===== src/rtl/gpc_defs.vh =====
// Constants for the general purpose pin configuration block
`ifndef GPC_DEFS_VH
`define GPC_DEFS_VH
// ----------------------------------------
// Register byte addresses
// ----------------------------------------
`define GPC_ADDR_CFG      12'h1E0
`define GPC_ADDR_DATA_DIR 12'h1E4
`define GPC_ADDR_IRQ      12'h1E8
`define GPC_ADDR_TU_IRQ   12'h1EC
// ----------------------------------------
// Configuration field positions
// ----------------------------------------
`define GPC_CFG_BUF_LO    0
`define GPC_CFG_EPOL8     12
`define GPC_CFG_EPOL9     13
`define GPC_CFG_OE_LO     14
`define GPC_CFG_POL_LO    16
`define GPC_CFG_TCLR_LO   28
`define GPC_CFG_WMASK     32'h3FFFFFFF
`define GPC_CFG_RESET     32'h00003000
`define GPC_HI_LO         16
`define GPC_LO12_MASK     32'h00000FFF
// ----------------------------------------
// Timing and bus codes
// ----------------------------------------
`define GPC_MIN_ACTIVE_NS 40
`define GPC_CLK_PERIOD_NS 4
`define GPC_RESP_OKAY     2'b00
`define GPC_RESP_SLVERR   2'b10
`endif


===== src/rtl/gpc_pin_filter.v =====
// Input synchroniser with minimum active time qualification for one pin
module gpc_pin_filter #(
  parameter CNT_W = 4,
  parameter MIN_CYC = 11
) (
  input  wire aclk,
  input  wire aresetn,
  input  wire pin_i,
  output reg  level_r,
  output reg  qual_r
);
  reg             s1_r;
  reg             s2_r;
  reg             s3_r;
  reg [CNT_W-1:0] cnt_r;

  // ----------------------------------------
  // Synchroniser and qualifier
  // ----------------------------------------
  // Level changes once the second and third stage agree; qual rises after MIN_CYC + 1 stable cycles
  always @(posedge aclk) begin
    if (!aresetn) begin
      s1_r    <= 1'b0;
      s2_r    <= 1'b0;
      s3_r    <= 1'b0;
      level_r <= 1'b0;
      cnt_r   <= {CNT_W{1'b0}};
      qual_r  <= 1'b0;
    end else begin
      s1_r <= pin_i;
      s2_r <= s1_r;
      s3_r <= s2_r;
      if (s2_r == s3_r)
        level_r <= s3_r;
      // Counter restarts on every level change so glitches never qualify
      if (level_r != s3_r || s2_r != s3_r) begin
        cnt_r  <= {CNT_W{1'b0}};
        qual_r <= 1'b0;
      end else if (cnt_r != MIN_CYC[CNT_W-1:0]) begin
        cnt_r <= cnt_r + {{(CNT_W-1){1'b0}}, 1'b1};
      end else begin
        qual_r <= 1'b1;
      end
    end
  end
endmodule


===== src/rtl/gpc_top.v =====
// General purpose pin configuration block with AXI4-Lite register slave
`include "gpc_defs.vh"
module gpc_top #(
  parameter NPIN = 12
) (
  input  wire            aclk,
  input  wire            aresetn,
  input  wire [11:0]     s_axi_awaddr,
  input  wire            s_axi_awvalid,
  output reg             s_axi_awready,
  input  wire [31:0]     s_axi_wdata,
  input  wire [3:0]      s_axi_wstrb,
  input  wire            s_axi_wvalid,
  output reg             s_axi_wready,
  output reg  [1:0]      s_axi_bresp,
  output reg             s_axi_bvalid,
  input  wire            s_axi_bready,
  input  wire [11:0]     s_axi_araddr,
  input  wire            s_axi_arvalid,
  output reg             s_axi_arready,
  output reg  [31:0]     s_axi_rdata,
  output reg  [1:0]      s_axi_rresp,
  output reg             s_axi_rvalid,
  input  wire            s_axi_rready,
  input  wire [NPIN-1:0] pin_in,
  output reg  [NPIN-1:0] pin_out,
  output reg  [NPIN-1:0] pin_oe,
  input  wire            compare_event9,
  input  wire            compare_event8,
  output reg  [1:0]      capture_event,
  output reg             time_unit_irq_status_enable,
  output reg             irq
);
  localparam MIN_CYC = (`GPC_MIN_ACTIVE_NS + `GPC_CLK_PERIOD_NS - 1) / `GPC_CLK_PERIOD_NS;

  // ----------------------------------------
  // Register storage
  // ----------------------------------------
  reg [31:0]     cfg_r;
  reg [NPIN-1:0] data_r;
  reg [NPIN-1:0] pin_direction_bits_r;
  reg [NPIN-1:0] irq_sts_r;
  reg [NPIN-1:0] irq_en_r;
  reg            tu_irq_en_r;
  reg [11:0]     awaddr_r;
  reg [31:0]     wdata_r;
  reg [3:0]      wstrb_r;
  reg            aw_have_r;
  reg            w_have_r;
  reg [1:0]      act_prev_r;

  wire [NPIN-1:0] pin_irq_polarity = cfg_r[`GPC_CFG_POL_LO +: NPIN];
  wire [NPIN-1:0] pin_buffer_type  = cfg_r[`GPC_CFG_BUF_LO +: NPIN];
  wire [1:0]      event_oe         = cfg_r[`GPC_CFG_OE_LO +: 2];
  wire [1:0]      tclr_en          = cfg_r[`GPC_CFG_TCLR_LO +: 2];
  wire            pin9_event_polarity = cfg_r[`GPC_CFG_EPOL9];
  wire            pin8_event_polarity = cfg_r[`GPC_CFG_EPOL8];

  // Byte-lane merge shared by every register write
  function [31:0] merge;
    input [31:0] old_v;
    input [31:0] new_v;
    input [3:0]  strb;
    integer      i;
    begin
      merge = old_v;
      for (i = 0; i < 4; i = i + 1)
        if (strb[i])
          merge[i*8 +: 8] = new_v[i*8 +: 8];
    end
  endfunction

  // ----------------------------------------
  // Pin input conditioning
  // ----------------------------------------
  wire [NPIN-1:0] lvl;
  wire [NPIN-1:0] qual;
  genvar g;
  generate
    for (g = 0; g < NPIN; g = g + 1) begin : g_flt
      gpc_pin_filter #(
        .CNT_W   (4),
        .MIN_CYC (MIN_CYC)
      ) u_flt (
        .aclk    (aclk),
        .aresetn (aresetn),
        .pin_i   (pin_in[g]),
        .level_r (lvl[g]),
        .qual_r  (qual[g])
      );
    end
  endgenerate

  // Pin is active when its level matches its polarity and has lasted the minimum time
  wire [NPIN-1:0] pin_active = qual & ~(lvl ^ pin_irq_polarity);
  // Effective direction: pins 9 and 8 forced to output by event enables
  wire [NPIN-1:0] eff_dir = pin_direction_bits_r | {{(NPIN-10){1'b0}}, event_oe, 8'h00};
  wire [1:0] act98 = pin_active[9:8] & ~eff_dir[9:8];
  wire [1:0] act_rise = act98 & ~act_prev_r;
  wire       tu_clear = |(act_rise & tclr_en);

  // ----------------------------------------
  // AXI4-Lite write channel
  // ----------------------------------------
  wire        aw_fire = s_axi_awvalid & s_axi_awready;
  wire        w_fire  = s_axi_wvalid & s_axi_wready;
  wire        do_wr   = aw_have_r & w_have_r & ~s_axi_bvalid;
  wire [31:0] wmerge_cfg = merge(cfg_r, wdata_r, wstrb_r);
  wire [31:0] wmerge_dd  = merge({4'h0, pin_direction_bits_r, 4'h0, data_r}, wdata_r, wstrb_r);
  wire [31:0] wmerge_irq = merge({4'h0, irq_en_r, 4'h0, 12'h000}, wdata_r, wstrb_r);
  wire [31:0] wclr_irq   = merge(32'h00000000, wdata_r, wstrb_r);
  wire        wr_cfg = do_wr & (awaddr_r == `GPC_ADDR_CFG);
  wire        wr_dd  = do_wr & (awaddr_r == `GPC_ADDR_DATA_DIR);
  wire        wr_irq = do_wr & (awaddr_r == `GPC_ADDR_IRQ);
  wire        wr_tu  = do_wr & (awaddr_r == `GPC_ADDR_TU_IRQ);
  wire        wr_hit = wr_cfg | wr_dd | wr_irq | wr_tu;

  // Address and data latch independently, so either may arrive first
  always @(posedge aclk) begin
    if (!aresetn) begin
      s_axi_awready <= 1'b0;
      s_axi_wready  <= 1'b0;
      s_axi_bvalid  <= 1'b0;
      s_axi_bresp   <= `GPC_RESP_OKAY;
      aw_have_r     <= 1'b0;
      w_have_r      <= 1'b0;
      awaddr_r      <= 12'h000;
      wdata_r       <= 32'h00000000;
      wstrb_r       <= 4'h0;
    end else begin
      s_axi_awready <= ~aw_have_r & ~aw_fire & ~s_axi_bvalid;
      s_axi_wready  <= ~w_have_r & ~w_fire & ~s_axi_bvalid;
      if (aw_fire) begin
        aw_have_r <= 1'b1;
        awaddr_r  <= {s_axi_awaddr[11:2], 2'b00};
      end
      if (w_fire) begin
        w_have_r <= 1'b1;
        wdata_r  <= s_axi_wdata;
        wstrb_r  <= s_axi_wstrb;
      end
      if (do_wr) begin
        aw_have_r    <= 1'b0;
        w_have_r     <= 1'b0;
        s_axi_bvalid <= 1'b1;
        s_axi_bresp  <= wr_hit ? `GPC_RESP_OKAY : `GPC_RESP_SLVERR;
      end else if (s_axi_bvalid & s_axi_bready) begin
        s_axi_bvalid <= 1'b0;
      end
    end
  end

  // ----------------------------------------
  // Register updates and interrupt status
  // ----------------------------------------
  // Hardware set wins over a software clear landing in the same cycle
  always @(posedge aclk) begin
    if (!aresetn) begin
      cfg_r                       <= `GPC_CFG_RESET;
      data_r                      <= {NPIN{1'b0}};
      pin_direction_bits_r        <= {NPIN{1'b0}};
      irq_sts_r                   <= {NPIN{1'b0}};
      irq_en_r                    <= {NPIN{1'b0}};
      tu_irq_en_r                 <= 1'b0;
      time_unit_irq_status_enable <= 1'b0;
      act_prev_r                  <= 2'b00;
      capture_event               <= 2'b00;
      irq                         <= 1'b0;
    end else begin
      act_prev_r    <= act98;
      capture_event <= act_rise;
      if (wr_cfg)
        cfg_r <= wmerge_cfg & `GPC_CFG_WMASK;
      if (wr_dd) begin
        data_r               <= wmerge_dd[NPIN-1:0];
        pin_direction_bits_r <= wmerge_dd[`GPC_HI_LO +: NPIN];
      end
      if (wr_irq)
        irq_en_r <= wmerge_irq[`GPC_HI_LO +: NPIN];
      irq_sts_r <= (irq_sts_r & ~(wr_irq ? wclr_irq[NPIN-1:0] : {NPIN{1'b0}})) | pin_active;
      // Timer enable takes its own byte lane, so a write that leaves lane 2 out keeps the bit
      if (wr_tu & wstrb_r[`GPC_HI_LO / 8])
        tu_irq_en_r <= wdata_r[`GPC_HI_LO];
      // Timer interrupt status: compare event sets, pin edge or write-one clears
      if (compare_event9 | compare_event8)
        time_unit_irq_status_enable <= 1'b1;
      else if (tu_clear | (wr_tu & wclr_irq[0]))
        time_unit_irq_status_enable <= 1'b0;
      irq <= |(irq_sts_r & irq_en_r) | (time_unit_irq_status_enable & tu_irq_en_r);
    end
  end

  // ----------------------------------------
  // Pin drivers
  // ----------------------------------------
  // Event pins drive the compare event at its programmed active level
  reg [NPIN-1:0] drv_val;
  always @* begin
    drv_val = data_r;
    if (event_oe[1])
      drv_val[9] = ~(compare_event9 ^ pin9_event_polarity);
    if (event_oe[0])
      drv_val[8] = ~(compare_event8 ^ pin8_event_polarity);
  end

  // Open-drain only drives a low value; a registered output adds one cycle of lag
  always @(posedge aclk) begin
    if (!aresetn) begin
      pin_out <= {NPIN{1'b0}};
      pin_oe  <= {NPIN{1'b0}};
    end else begin
      pin_out <= drv_val & ~pin_buffer_type;
      pin_oe  <= eff_dir & ~(pin_buffer_type & drv_val);
    end
  end

  // ----------------------------------------
  // AXI4-Lite read channel
  // ----------------------------------------
  reg [31:0] rd_val;
  reg        rd_hit;
  always @* begin
    rd_val = 32'h00000000;
    rd_hit = 1'b1;
    case ({s_axi_araddr[11:2], 2'b00})
      `GPC_ADDR_CFG:      rd_val = cfg_r & `GPC_CFG_WMASK;
      `GPC_ADDR_DATA_DIR: rd_val = {4'h0, pin_direction_bits_r, 4'h0, (eff_dir & data_r) | (~eff_dir & lvl)};
      `GPC_ADDR_IRQ:      rd_val = {4'h0, irq_en_r, 4'h0, irq_sts_r};
      `GPC_ADDR_TU_IRQ:   rd_val = {15'h0000, tu_irq_en_r, 15'h0000, time_unit_irq_status_enable};
      default:            rd_hit = 1'b0;
    endcase
  end

  // One read at a time; address accepted only while no answer is pending
  always @(posedge aclk) begin
    if (!aresetn) begin
      s_axi_arready <= 1'b0;
      s_axi_rvalid  <= 1'b0;
      s_axi_rdata   <= 32'h00000000;
      s_axi_rresp   <= `GPC_RESP_OKAY;
    end else begin
      s_axi_arready <= ~s_axi_rvalid & ~(s_axi_arvalid & s_axi_arready);
      if (s_axi_arvalid & s_axi_arready) begin
        s_axi_rvalid <= 1'b1;
        s_axi_rdata  <= rd_val;
        s_axi_rresp  <= rd_hit ? `GPC_RESP_OKAY : `GPC_RESP_SLVERR;
      end else if (s_axi_rvalid & s_axi_rready) begin
        s_axi_rvalid <= 1'b0;
      end
    end
  end
endmodule


===== config.mk =====
export PLATFORM = sky130hd
export DESIGN_NAME = gpc_top
export DESIGN_NICKNAME = d
export VERILOG_FILES = /design/src/rtl/gpc_pin_filter.v /design/src/rtl/gpc_top.v
export VERILOG_INCLUDE_DIRS = /design/src /design/src/rtl
export SDC_FILE = /design/constraint.sdc
export NUM_CORES = 1
export LEC_CHECK = 0
export ABC_CLOCK_PERIOD_IN_PS = 2270
export BUFFER_PORTS_ARGS = -buffer_cell sky130_fd_sc_hd__buf_2
export CAP_MARGIN = 40
export CORE_MARGIN = 2
export CORE_UTILIZATION = 57
export CTS_CLUSTER_SIZE = 16
export DETAILED_ROUTE_END_ITERATION = 16
export PLACE_DENSITY = 0.79
export SETUP_SLACK_MARGIN = 0.3
export SLEW_MARGIN = 20
export SYNTH_ARGS = -nofsm -noshare
export SYNTH_HDL_FRONTEND = slang
export SYNTH_SLANG_ARGS = --single-unit

===== constraint.sdc =====
create_clock -name aclk -period 2.27 [get_ports aclk]
set_input_delay 0.227 -clock aclk [delete_from_list [all_inputs] [get_ports aclk]]
set_output_delay 0.227 -clock aclk [all_outputs]
set_load 0.01 [all_outputs]

==> results of run 1 <==
## worst max-delay path: cells and delay by family, from the launching register on
kind          cells  cell delay [ns]
simple gates      3             1.15
mux               1             0.24
flops             1             0.35
## metrics by stage
| stage | setup slack, ns | area [sq um] | hold WS (ns) | instances | total power [mW] |
|---|---|---|---|---|---|
| after floorplan | 0.4578 | 11580 | 0.3543 | 1247 | 5.961 |
| after global placement | 0.4261 | 12650 | 0.3955 | 1630 | 6.148 |
| after detailed placement | 0.4047 | 12650 | 0.4077 | 1630 | 6.173 |
| after CTS | 0.3051 | 14350 | 0.03604 | 1744 | 11.62 |
| after global routing | 0.3199 | 14370 | 0.1006 | 1746 | 11.92 |
| final | 0.4149 | 14370 | 0.05824 | 1746 | 11.59 |
## worst min path at each step
stage	end	slack (ns)	cells past startpoint
5_1_grt	s_axi_rvalid	0.10	3
2_1_floorplan	g_flt[0].u_flt.s1_r	0.35	1
3_5_place_dp	capture_event[0]	0.41	1
3_3_place_gp	capture_event[0]	0.40	1
4_1_cts	s_axi_rvalid	0.04	3
6_report	s_axi_rvalid	0.06	3
## state kept, by name, summed over array words and instances, names as in the netlist, 30 cells and up
name,flops
cfg_r,30
g_flt.u_flt.cnt_r,48
s_axi_rdata,30
wdata_r,30
## kinds of logic (layout without fill, tap and decap cells)
logic type	Yosys count	after routing	share of synthesized area
AOI/OAI and AO/OA	199	199	0.1023
DFF	300	300	0.5190
and+or+nand+nor	517	517	0.2140
muxes	96	96	0.08574
buffers and inverters	69	298	0.02400
xor gates and xnor gates	38	38	0.02876
other	1	4	0.0003240
adders and majority gates	24	24	0.02595
## power by group through the flow
stage                     logic (mW)  registers, mW  clock network [mW]
after global placement         0.529           5.62                   0
after CTS                      0.632           5.51                5.47
after global routing           0.712           5.53                5.68
after floorplan                0.368           5.59                   0
after detailed placement       0.548           5.63                   0
final                          0.642           5.51                5.43
## area by class of cell
cell class / instances / area (sq um)
fillers: 1440 / 5739
flip-flops and latches: 300 / 6006
inverters: 14 / 55.05
clock inverters: 17 / 242.7
well taps: 270 / 337.8
multi-input cells: 878 / 5314
repair buffers: 228 / 1534
clock buffers: 39 / 875.8
## per-layer routing
| metal | wire length [um] | global-route usage |
|---|---|---|
| met1 | 11860 | 0.3298 |
| met2 | 14760 | 0.4790 |
| met3 | 1811 | 0.03563 |
| met4 | 821 | 0.09078 |
| met5 | 0 | 0 |
## cell usage in the layout (no fill, tap or decap), drive strengths merged, types with 9 or more instances in the layout
cell type      n
nand3         14
ha            24
nand4         11
and3          14
nor2b         10
a22o           9
nand2        190
nand2b        11
clkbuf        39
o21ai         41
xnor2         26
dlygate4sd3   58
inv           14
dfxtp        300
nand3b        10
nor3b         13
a211oi        10
nor2         147
a21oi        105
buf          170
and2          41
mux2i         89
xor2          12
nor3          29
a221o         11
a311oi        13
## what timing repair did
item / CTS / global route
hold endpoints to repair: 58 / 0
endpoints found under the setup margin: 0 / 13
setup buffers: 0 / 2
hold buffers: 58 / 0
==> flow_summary_export.csv, run 1 <==
group,metric,value,unit
critical_path,rrSetupSlack,0.41,ns
synthesis,synth_area_per_cell,9.303,sq um
sta,max_freq,539.0,MHz
floorplanning,ios,150,
synthesis,synth_top_area_frac,0.5190,
clock_network,ctsResizeCount,0,
synthesis,yosysSeqAreaShare,0.5190,
clock_network,cts_num_sinks,300,
routing,vias_per_cell,5.557,
sta,slew_viol_final,0,
final_layout,synthToLayoutAreaGrowth,24.13,%
grt,grt_pass1_wl,46.75,mm
sta,min_period,1.855,ns
pwr,p_sw,2.504,mW
job,maxCapViolations,0,
synthesis,synthFlopType,"dfxtp_1",
critical_path,cp-end-kind,"flop",
routing,num_vias,9702,
final_layout,postLayoutCoreUtil,0.7145,
final_layout,diodes,0,
pwr,p_seq_frac,0.476,
synthesis,yosys-top-cells-count,"dfxtp_1 (300), nand2_1 (190), nor2_1 (147)",
synthesis,synth_edf_count,0,
pwr,combPwrFrac,0.055,
sta,period_share,0.8172,
critical_path,worstSetupPathType,"flop to flop",
final_layout,num-nets-final,1557,
synthesis,postSynthCellCount,1244,
routing,wl,29.25,mm
critical_path,crit_path_top_delay_cell,"or4b_4",
place,gp_congestion,0.8640,
floorplanning,initial_utilization,0.5756,
grt,grt_overflow,0,
place,port_buffers,139,
grt,grt_max_degree,57,
min_path,worstHoldPathType,"input pin to flop",
clock_network,h-tree-depth,1,
pwr,power.leakage,6.012,nW
routing,antenna_left,0,
routing,drtIter0Drc,601,
critical_path,path_max_fanout,4,
synthesis,synth_top_area_cell,"dfxtp_1",
sta,setup_viol,0,
synthesis,synth-async-reset-ratio,0,
sta,slew_headroom,0.5161,
synthesis,yosysMostFrequentCell,"dfxtp_1",
critical_path,r2r-end,"data_r[10]",
pwr,intPower,9.083,mW
grt,antenna_found_initial,0,
clock_network,clockBufferDepth,3,
synthesis,synthTopCellsByArea,"dfxtp_1 (52%), mux2i_1 (7.7%), nand2_1 (6.2%)",
place,dp.final_hpwl,19.00,mm
pwr,ir_drop,0.0006544,V
sta,hold_violations,0,
critical_path,cp-startpoint,"awaddr_r[9]",
sta,timing.setup.tns,0,ns
clock_network,insertion_delay,0.54,ns
clock_network,clockRootBuffer,"clkbuf_16",
floorplanning,die_h,146.5,um
floorplanning,die_x,146.5,um
floorplanning,die_area,0.02146,sq mm
synthesis,yosysUniqueCellTypes,48,
floorplanning,coreArea,0.02010,sq mm
critical_path,crit_end,"data_r[10]",
synthesis,ys_seq_elements,300,
routing,wl_per_cell,16.75,um
grt,grt_pass1_vias,9373,
min_path,hold_start,"s_axi_arvalid",
critical_path,critical_path.cell_chain,"or4b_4 -> nor4_4 -> mux2i_1 -> nor2_1",
critical_path,start_kind,"flop",
pwr,powerDensity,806.6,mW/mm^2
sta,rsz0062_at_grt,"no",
critical_path,slowest_delay,0.60,ns
critical_path,r2r-start,"awaddr_r[9]",
sta,fin_skew,0.007871,ns
grt,grt_usage,0.2665,
pwr,swShare,0.2161,
synthesis,syn_area,0.01157,sq mm
routing,firstDrtPassIters,5,
sta,worst_pin_slew,0.7258,ns
critical_path,r2r.worst_path.cells,4,
clock_network,clk_pin_slew,0.06,ns
critical_path,required,2.70,ns
clock_network,cts_tree,"built",
synthesis,yosys_warnings,0,
routing,drcViolationCount,0,
critical_path,cp.arrival,2.29,ns
floorplanning,row_count,52,
pwr,p_clk_frac,0.469,
final_layout,final_layout_size_suffix_gt1_frac,0.1701,
status,status,"finished clean",
clock_network,numCtsBuffers,30,
No activity file was read; power rests on OpenSTA's default activity.
==> run 2, diff against run 1 <==
Settings changed: ABC_CLOCK_PERIOD_IN_PS 2270 to 1500, CORE_UTILIZATION 57 to 52, PLACE_DENSITY 0.79 to 0.76.
Clock period 2.27 ns to 1.5 ns, I/O delays scaled along.
==> run 2 against run 1 <==
Net effect:
- the flow now finishes with violations (setup timing)
- sequential share of layout area shrank 3.1 points
- utilization increased by 0.70 points
- final area rose by 9.6%
- clock skew shrank 0.0013 ns
- critical path type unchanged
==> flow_summary_export.csv, run 2 (same netlist as run 1, synthesis figures left out) <==
group,metric,value,unit
floorplanning,ios,150,
critical_path,cp-end-kind,"flop",
critical_path,start_kind,"flop",
clock_network,clk_pin_slew,0.06,ns
sta,max_freq,600.8,MHz
clock_network,cts_tree,"built",
routing,wl_per_cell,17.18,um
clock_network,h-tree-depth,1,
grt,grt_overflow,0,
sta,hold_violations,0,
floorplanning,die_area,0.02346,sq mm
critical_path,worstSetupPathType,"flop to flop",
routing,vias_per_cell,5.493,
critical_path,required,1.98,ns
sta,slew_viol_final,0,
final_layout,num-nets-final,1619,
status,violations,"setup timing",
clock_network,clockBufferDepth,3,
final_layout,diodes,0,
routing,wl,31.21,mm
grt,grt_pass1_wl,48.80,mm
routing,drcViolationCount,0,
status,status,"complete, but fails checks",
clock_network,clockRootBuffer,"clkbuf_16",
routing,firstDrtPassIters,5,
final_layout,stdcell_area,0.01575,sq mm
final_layout,final_layout_size_suffix_gt1_frac,0.3032,
routing,num_vias,9981,
grt,grt_pass1_vias,9789,
floorplanning,die_h,153.2,um
clock_network,cts_num_sinks,300,
place,gp_congestion,0.8786,
floorplanning,row_count,54,
critical_path,cp.arrival,2.14,ns
grt,grt_usage,0.2527,
final_layout,top_register,"g_flt.u_flt.cnt_r",
place,dp.final_hpwl,19.71,mm
sta,setup_viol,60,
routing,antenna_left,0,
job,maxCapViolations,0,
min_path,worstHoldPathType,"input pin to flop",
final_layout,synthToLayoutAreaGrowth,36.07,%
floorplanning,die_x,153.2,um
sta,rsz0062_at_grt,"yes",
final_layout,final_cell_mix,"dfxtp_1 (245), nand2_1 (168), nor2_1 (133)",
sta,period_share,1.110,
sta,final.setup.worst_slack,-0.1645,ns
pwr,ir_drop,0.001041,V
grt,grt_max_degree,68,
critical_path,path_max_fanout,8,
sta,fin_skew,0.006616,ns
final_layout,fillers,1450,
grt,antenna_found_initial,0,
clock_network,numCtsBuffers,30,
final_layout,layout_commonest_cell,"dfxtp_1",
pwr,power.leakage,6.513,nW
clock_network,insertion_delay,0.55,ns
floorplanning,coreArea,0.02182,sq mm
floorplanning,initial_utilization,0.5303,
place,port_buffers,139,
sta,timing.setup.tns,-5.206,ns
final_layout,largest_reg_flops,48,
pwr,powerDensity,1125,mW/mm^2
sta,min_period,1.664,ns
place,placed_cell_area,0.01311,sq mm
routing,drtIter0Drc,662,
==> run 2: metal layers <==
| layer | vias up | global-route usage | share of wire |
|---|---|---|---|
| met3 | 69 | 0.03629 | 0.060 |
| met1 | 4741 | 0.3279 | 0.42 |
| li1 | 4812 | - | - |
| met5 | - | 0 | 0 |
| met4 | 0 | 0.09392 | 0.032 |
| met2 | 359 | 0.4290 | 0.49 |
==> run 2: final timing paths <==
| path | from | to | slack (ns) | cells past startpoint |
|---|---|---|---|---|
| hold / removal | compare_event9 | pin_out[9] | 0.06 | 4 |
| setup / recovery | awaddr_r[9] | cfg_r[1] | -0.16 | 7 |
| setup reg to reg | awaddr_r[9] | cfg_r[1] | -0.16 | 7 |
| hold reg to reg | s_axi_rvalid | s_axi_arready | 0.41 | 1 |
==> run 2: per-stage QoR <==
stage | hold slack (ns) | power [mW] | utilization | setup WS, ns | cells
3_3_place_gp | 0.3596 | 9.399 | 0.6005 | -0.1189 | 1672
5_1_grt | 0.08283 | 18.29 | 0.7215 | -0.2950 | 1817
2_1_floorplan | 0.2773 | 9.031 | - | -0.1747 | 1247
6_report | 0.05530 | 17.71 | 0.7215 | -0.1645 | 1817
4_1_cts | 0.03716 | 17.68 | 0.7007 | -0.1625 | 1805
3_5_place_dp | 0.3616 | 9.436 | 0.6005 | -0.1703 | 1672
==> run 2: timing repair <==
item | in CTS | in global routing
buffers inserted | 16 | 12
hold buffers | 60 | 0
gates cloned | 2 | 0
setup endpoints to repair | 179 | 172
gates resized for setup | 131 | 109
pin swaps | 21 | 18
endpoints found under the hold margin | 60 | 0
==> run 2: cell type report <==
class | instances | area [sq um] | area share
clock buffer | 44 | 914.6 | 0.05808
clock inverter | 11 | 186.4 | 0.01184
inverter | 14 | 55.05 | 0.003496
multi-input combinational | 878 | 5784 | 0.3673
sequential | 300 | 6092 | 0.3869
tap | 280 | 350.3 | 0.02225
timing repair buffer | 290 | 2364 | 0.1501
==> run 2: report_power, final <==
| group | internal (mW) | total, mW | leakage [nW] | switching, mW |
|---|---|---|---|---|
| sequential | 8.16 | 8.34 | 2.46 | 0.179 |
| clock | 5.06 | 8.13 | 0.542 | 3.06 |
| combinational | 0.630 | 1.25 | 3.51 | 0.617 |
==> run 2: critical path, stage by stage (launching register included) <==
cell and delay [ns]:
dfxtp_2 0.33, buf_6 0.11, nor4b_4 0.22, nand4_1 0.17, buf_6 0.17, nor3_4 0.19
buf_12 0.18, mux2i_4 0.23
==> run 3, diff against run 2 <==
Settings changed: MAX_ROUTING_LAYER set to met4.
==> run 3 against run 2 <==
Net effect:
- the run still ends with setup timing left
- clock power is essentially flat
- fmax shrank 0.35%
- final cell count is the same
- hold slack lost 0.0066 ns
- register-to-register slack is essentially flat
- die area is the same
- via count shrank 0.57%
- clock-buffer cell count is the same
- first-iteration DRC count grew 6.6%
- highest routed layer unchanged
- wire length grew 0.15%
- global-route usage grew 0.79 points
==> flow_summary_export.csv, run 3 (same netlist as run 1, synthesis figures left out) <==
group,metric,value,unit
sta,timing.setup.tns,-5.196,ns
final_layout,synthToLayoutAreaGrowth,36.08,%
floorplanning,ios,150,
floorplanning,die_x,153.2,um
sta,min_period,1.670,ns
clock_network,clockBufferDepth,3,
place,dp.final_hpwl,19.71,mm
routing,num_vias,9924,
grt,grt_usage,0.2606,
grt,grt_overflow,0,
routing,wl,31.26,mm
grt,grt_pass1_vias,9780,
floorplanning,die_area,0.02346,sq mm
floorplanning,initial_utilization,0.5303,
grt,grt_pass1_wl,48.84,mm
status,status,"complete, but fails checks",
routing,drtIter0Drc,706,
pwr,ir_drop,0.001041,V
place,dp_cells,1672,
clock_network,clk_pin_slew,0.06,ns
clock_network,numCtsBuffers,30,
floorplanning,die_h,153.2,um
critical_path,path_max_fanout,8,
final_layout,top_register,"g_flt.u_flt.cnt_r",
sta,hold_violations,0,
critical_path,required,1.98,ns
clock_network,cts_tree,"built",
sta,period_share,1.114,
final_layout,fin_cells,1817,
sta,setup_viol,60,
final_layout,stdcell_area,0.01575,sq mm
final_layout,final_layout_size_suffix_gt1_frac,0.3038,
place,gp_congestion,0.8962,
floorplanning,coreArea,0.02182,sq mm
clock_network,insertion_delay,0.55,ns
floorplanning,row_count,54,
routing,vias_per_cell,5.462,
final_layout,layout_commonest_cell,"dfxtp_1",
routing,drcViolationCount,0,
critical_path,start_kind,"flop",
clock_network,cts_num_sinks,300,
final_layout,largest_reg_flops,48,
final_layout,postLayoutCoreUtil,0.7216,
sta,max_freq,598.7,MHz
job,maxCapViolations,0,
routing,wl_per_cell,17.20,um
routing,firstDrtPassIters,5,
sta,slew_viol_final,0,
sta,rsz0062_at_grt,"yes",
pwr,powerDensity,1126,mW/mm^2
sta,fin_skew,0.008072,ns
final_layout,final_cell_mix,"dfxtp_1 (244), nand2_1 (168), nor2_1 (133)",
final_layout,diodes,0,
critical_path,cp.arrival,2.15,ns
status,violations,"setup timing",
grt,antenna_found_initial,0,
pwr,p_total,17.73,mW
clock_network,h-tree-depth,1,
min_path,worstHoldPathType,"input pin to flop",
critical_path,cp-end-kind,"flop",
critical_path,worstSetupPathType,"flop to flop",
grt,grt_max_degree,68,
final_layout,num-nets-final,1619,
place,placed_cell_area,0.01311,sq mm
clock_network,clockRootBuffer,"clkbuf_16",
pwr,power.leakage,6.514,nW
place,port_buffers,139,
sta,final.setup.worst_slack,-0.1704,ns
routing,antenna_left,0,
-- run 3: cell counts in the layout (fill, tap and decap cells not counted) --
Identical to the previous run, type by type.
-- run 3: per-layer routing --
layer / share of wire / GRT usage / up-vias
met5: 0 / - / -
met4: 0.030 / 0.08951 / 0
met3: 0.057 / 0.03176 / 68
met2: 0.49 / 0.4307 / 356
met1: 0.42 / 0.3320 / 4690
li1: - / - / 4810
-- run 3: layout make-up --
cell class / instances / area (sq um)
fillers: 1449 / 6076
repair buffers: 290 / 2364
clock inverters: 11 / 186.4
inverters: 14 / 55.05
clock buffers: 44 / 914.6
multi-input cells: 878 / 5784
flip-flops and latches: 300 / 6093
well taps: 280 / 350.3
-- run 3: timing repair --
item,4_1_cts,5_1_grt
endpoints found under the hold margin,60,0
pin swaps,21,18
gates cloned,2,0
hold buffers,60,0
gates resized for setup,131,110
setup buffers,16,12
setup endpoints to repair,179,172
-- run 3: worst max-delay path, cell delays in order, from the launching register on --
cell and delay, ns:
dfxtp_2 0.32, buf_6 0.11, nor4b_4 0.22, nand4_1 0.17
buf_6 0.17, nor3_4 0.19, buf_12 0.18, mux2i_4 0.23
-- run 3: metrics by stage --
stage | worst slack (ns) | hold WS [ns]
global route | -0.2886 | 0.08285
floorplan | -0.1747 | 0.2773
CTS | -0.1625 | 0.03716
finish | -0.1704 | 0.04865
global placement | -0.1189 | 0.3596
detailed placement | -0.1703 | 0.3616
-- run 3: path summary, 6_finish.rpt --
path | startpoint | end | slack [ns] | cells past startpoint
hold reg to reg | s_axi_rvalid | s_axi_arready | 0.41 | 1
hold / removal | compare_event8 | time_unit_irq_status_enable | 0.05 | 3
setup reg to reg | awaddr_r[9] | cfg_r[1] | -0.17 | 7
setup / recovery | awaddr_r[9] | cfg_r[1] | -0.17 | 7
-- run 3: where the power goes --
group          leakage (nW)  internal, mW  switching, mW
clock                 0.542          5.06           3.08
combinational          3.51         0.630          0.618
sequential             2.46          8.16          0.179
total                  6.51          13.9           3.88
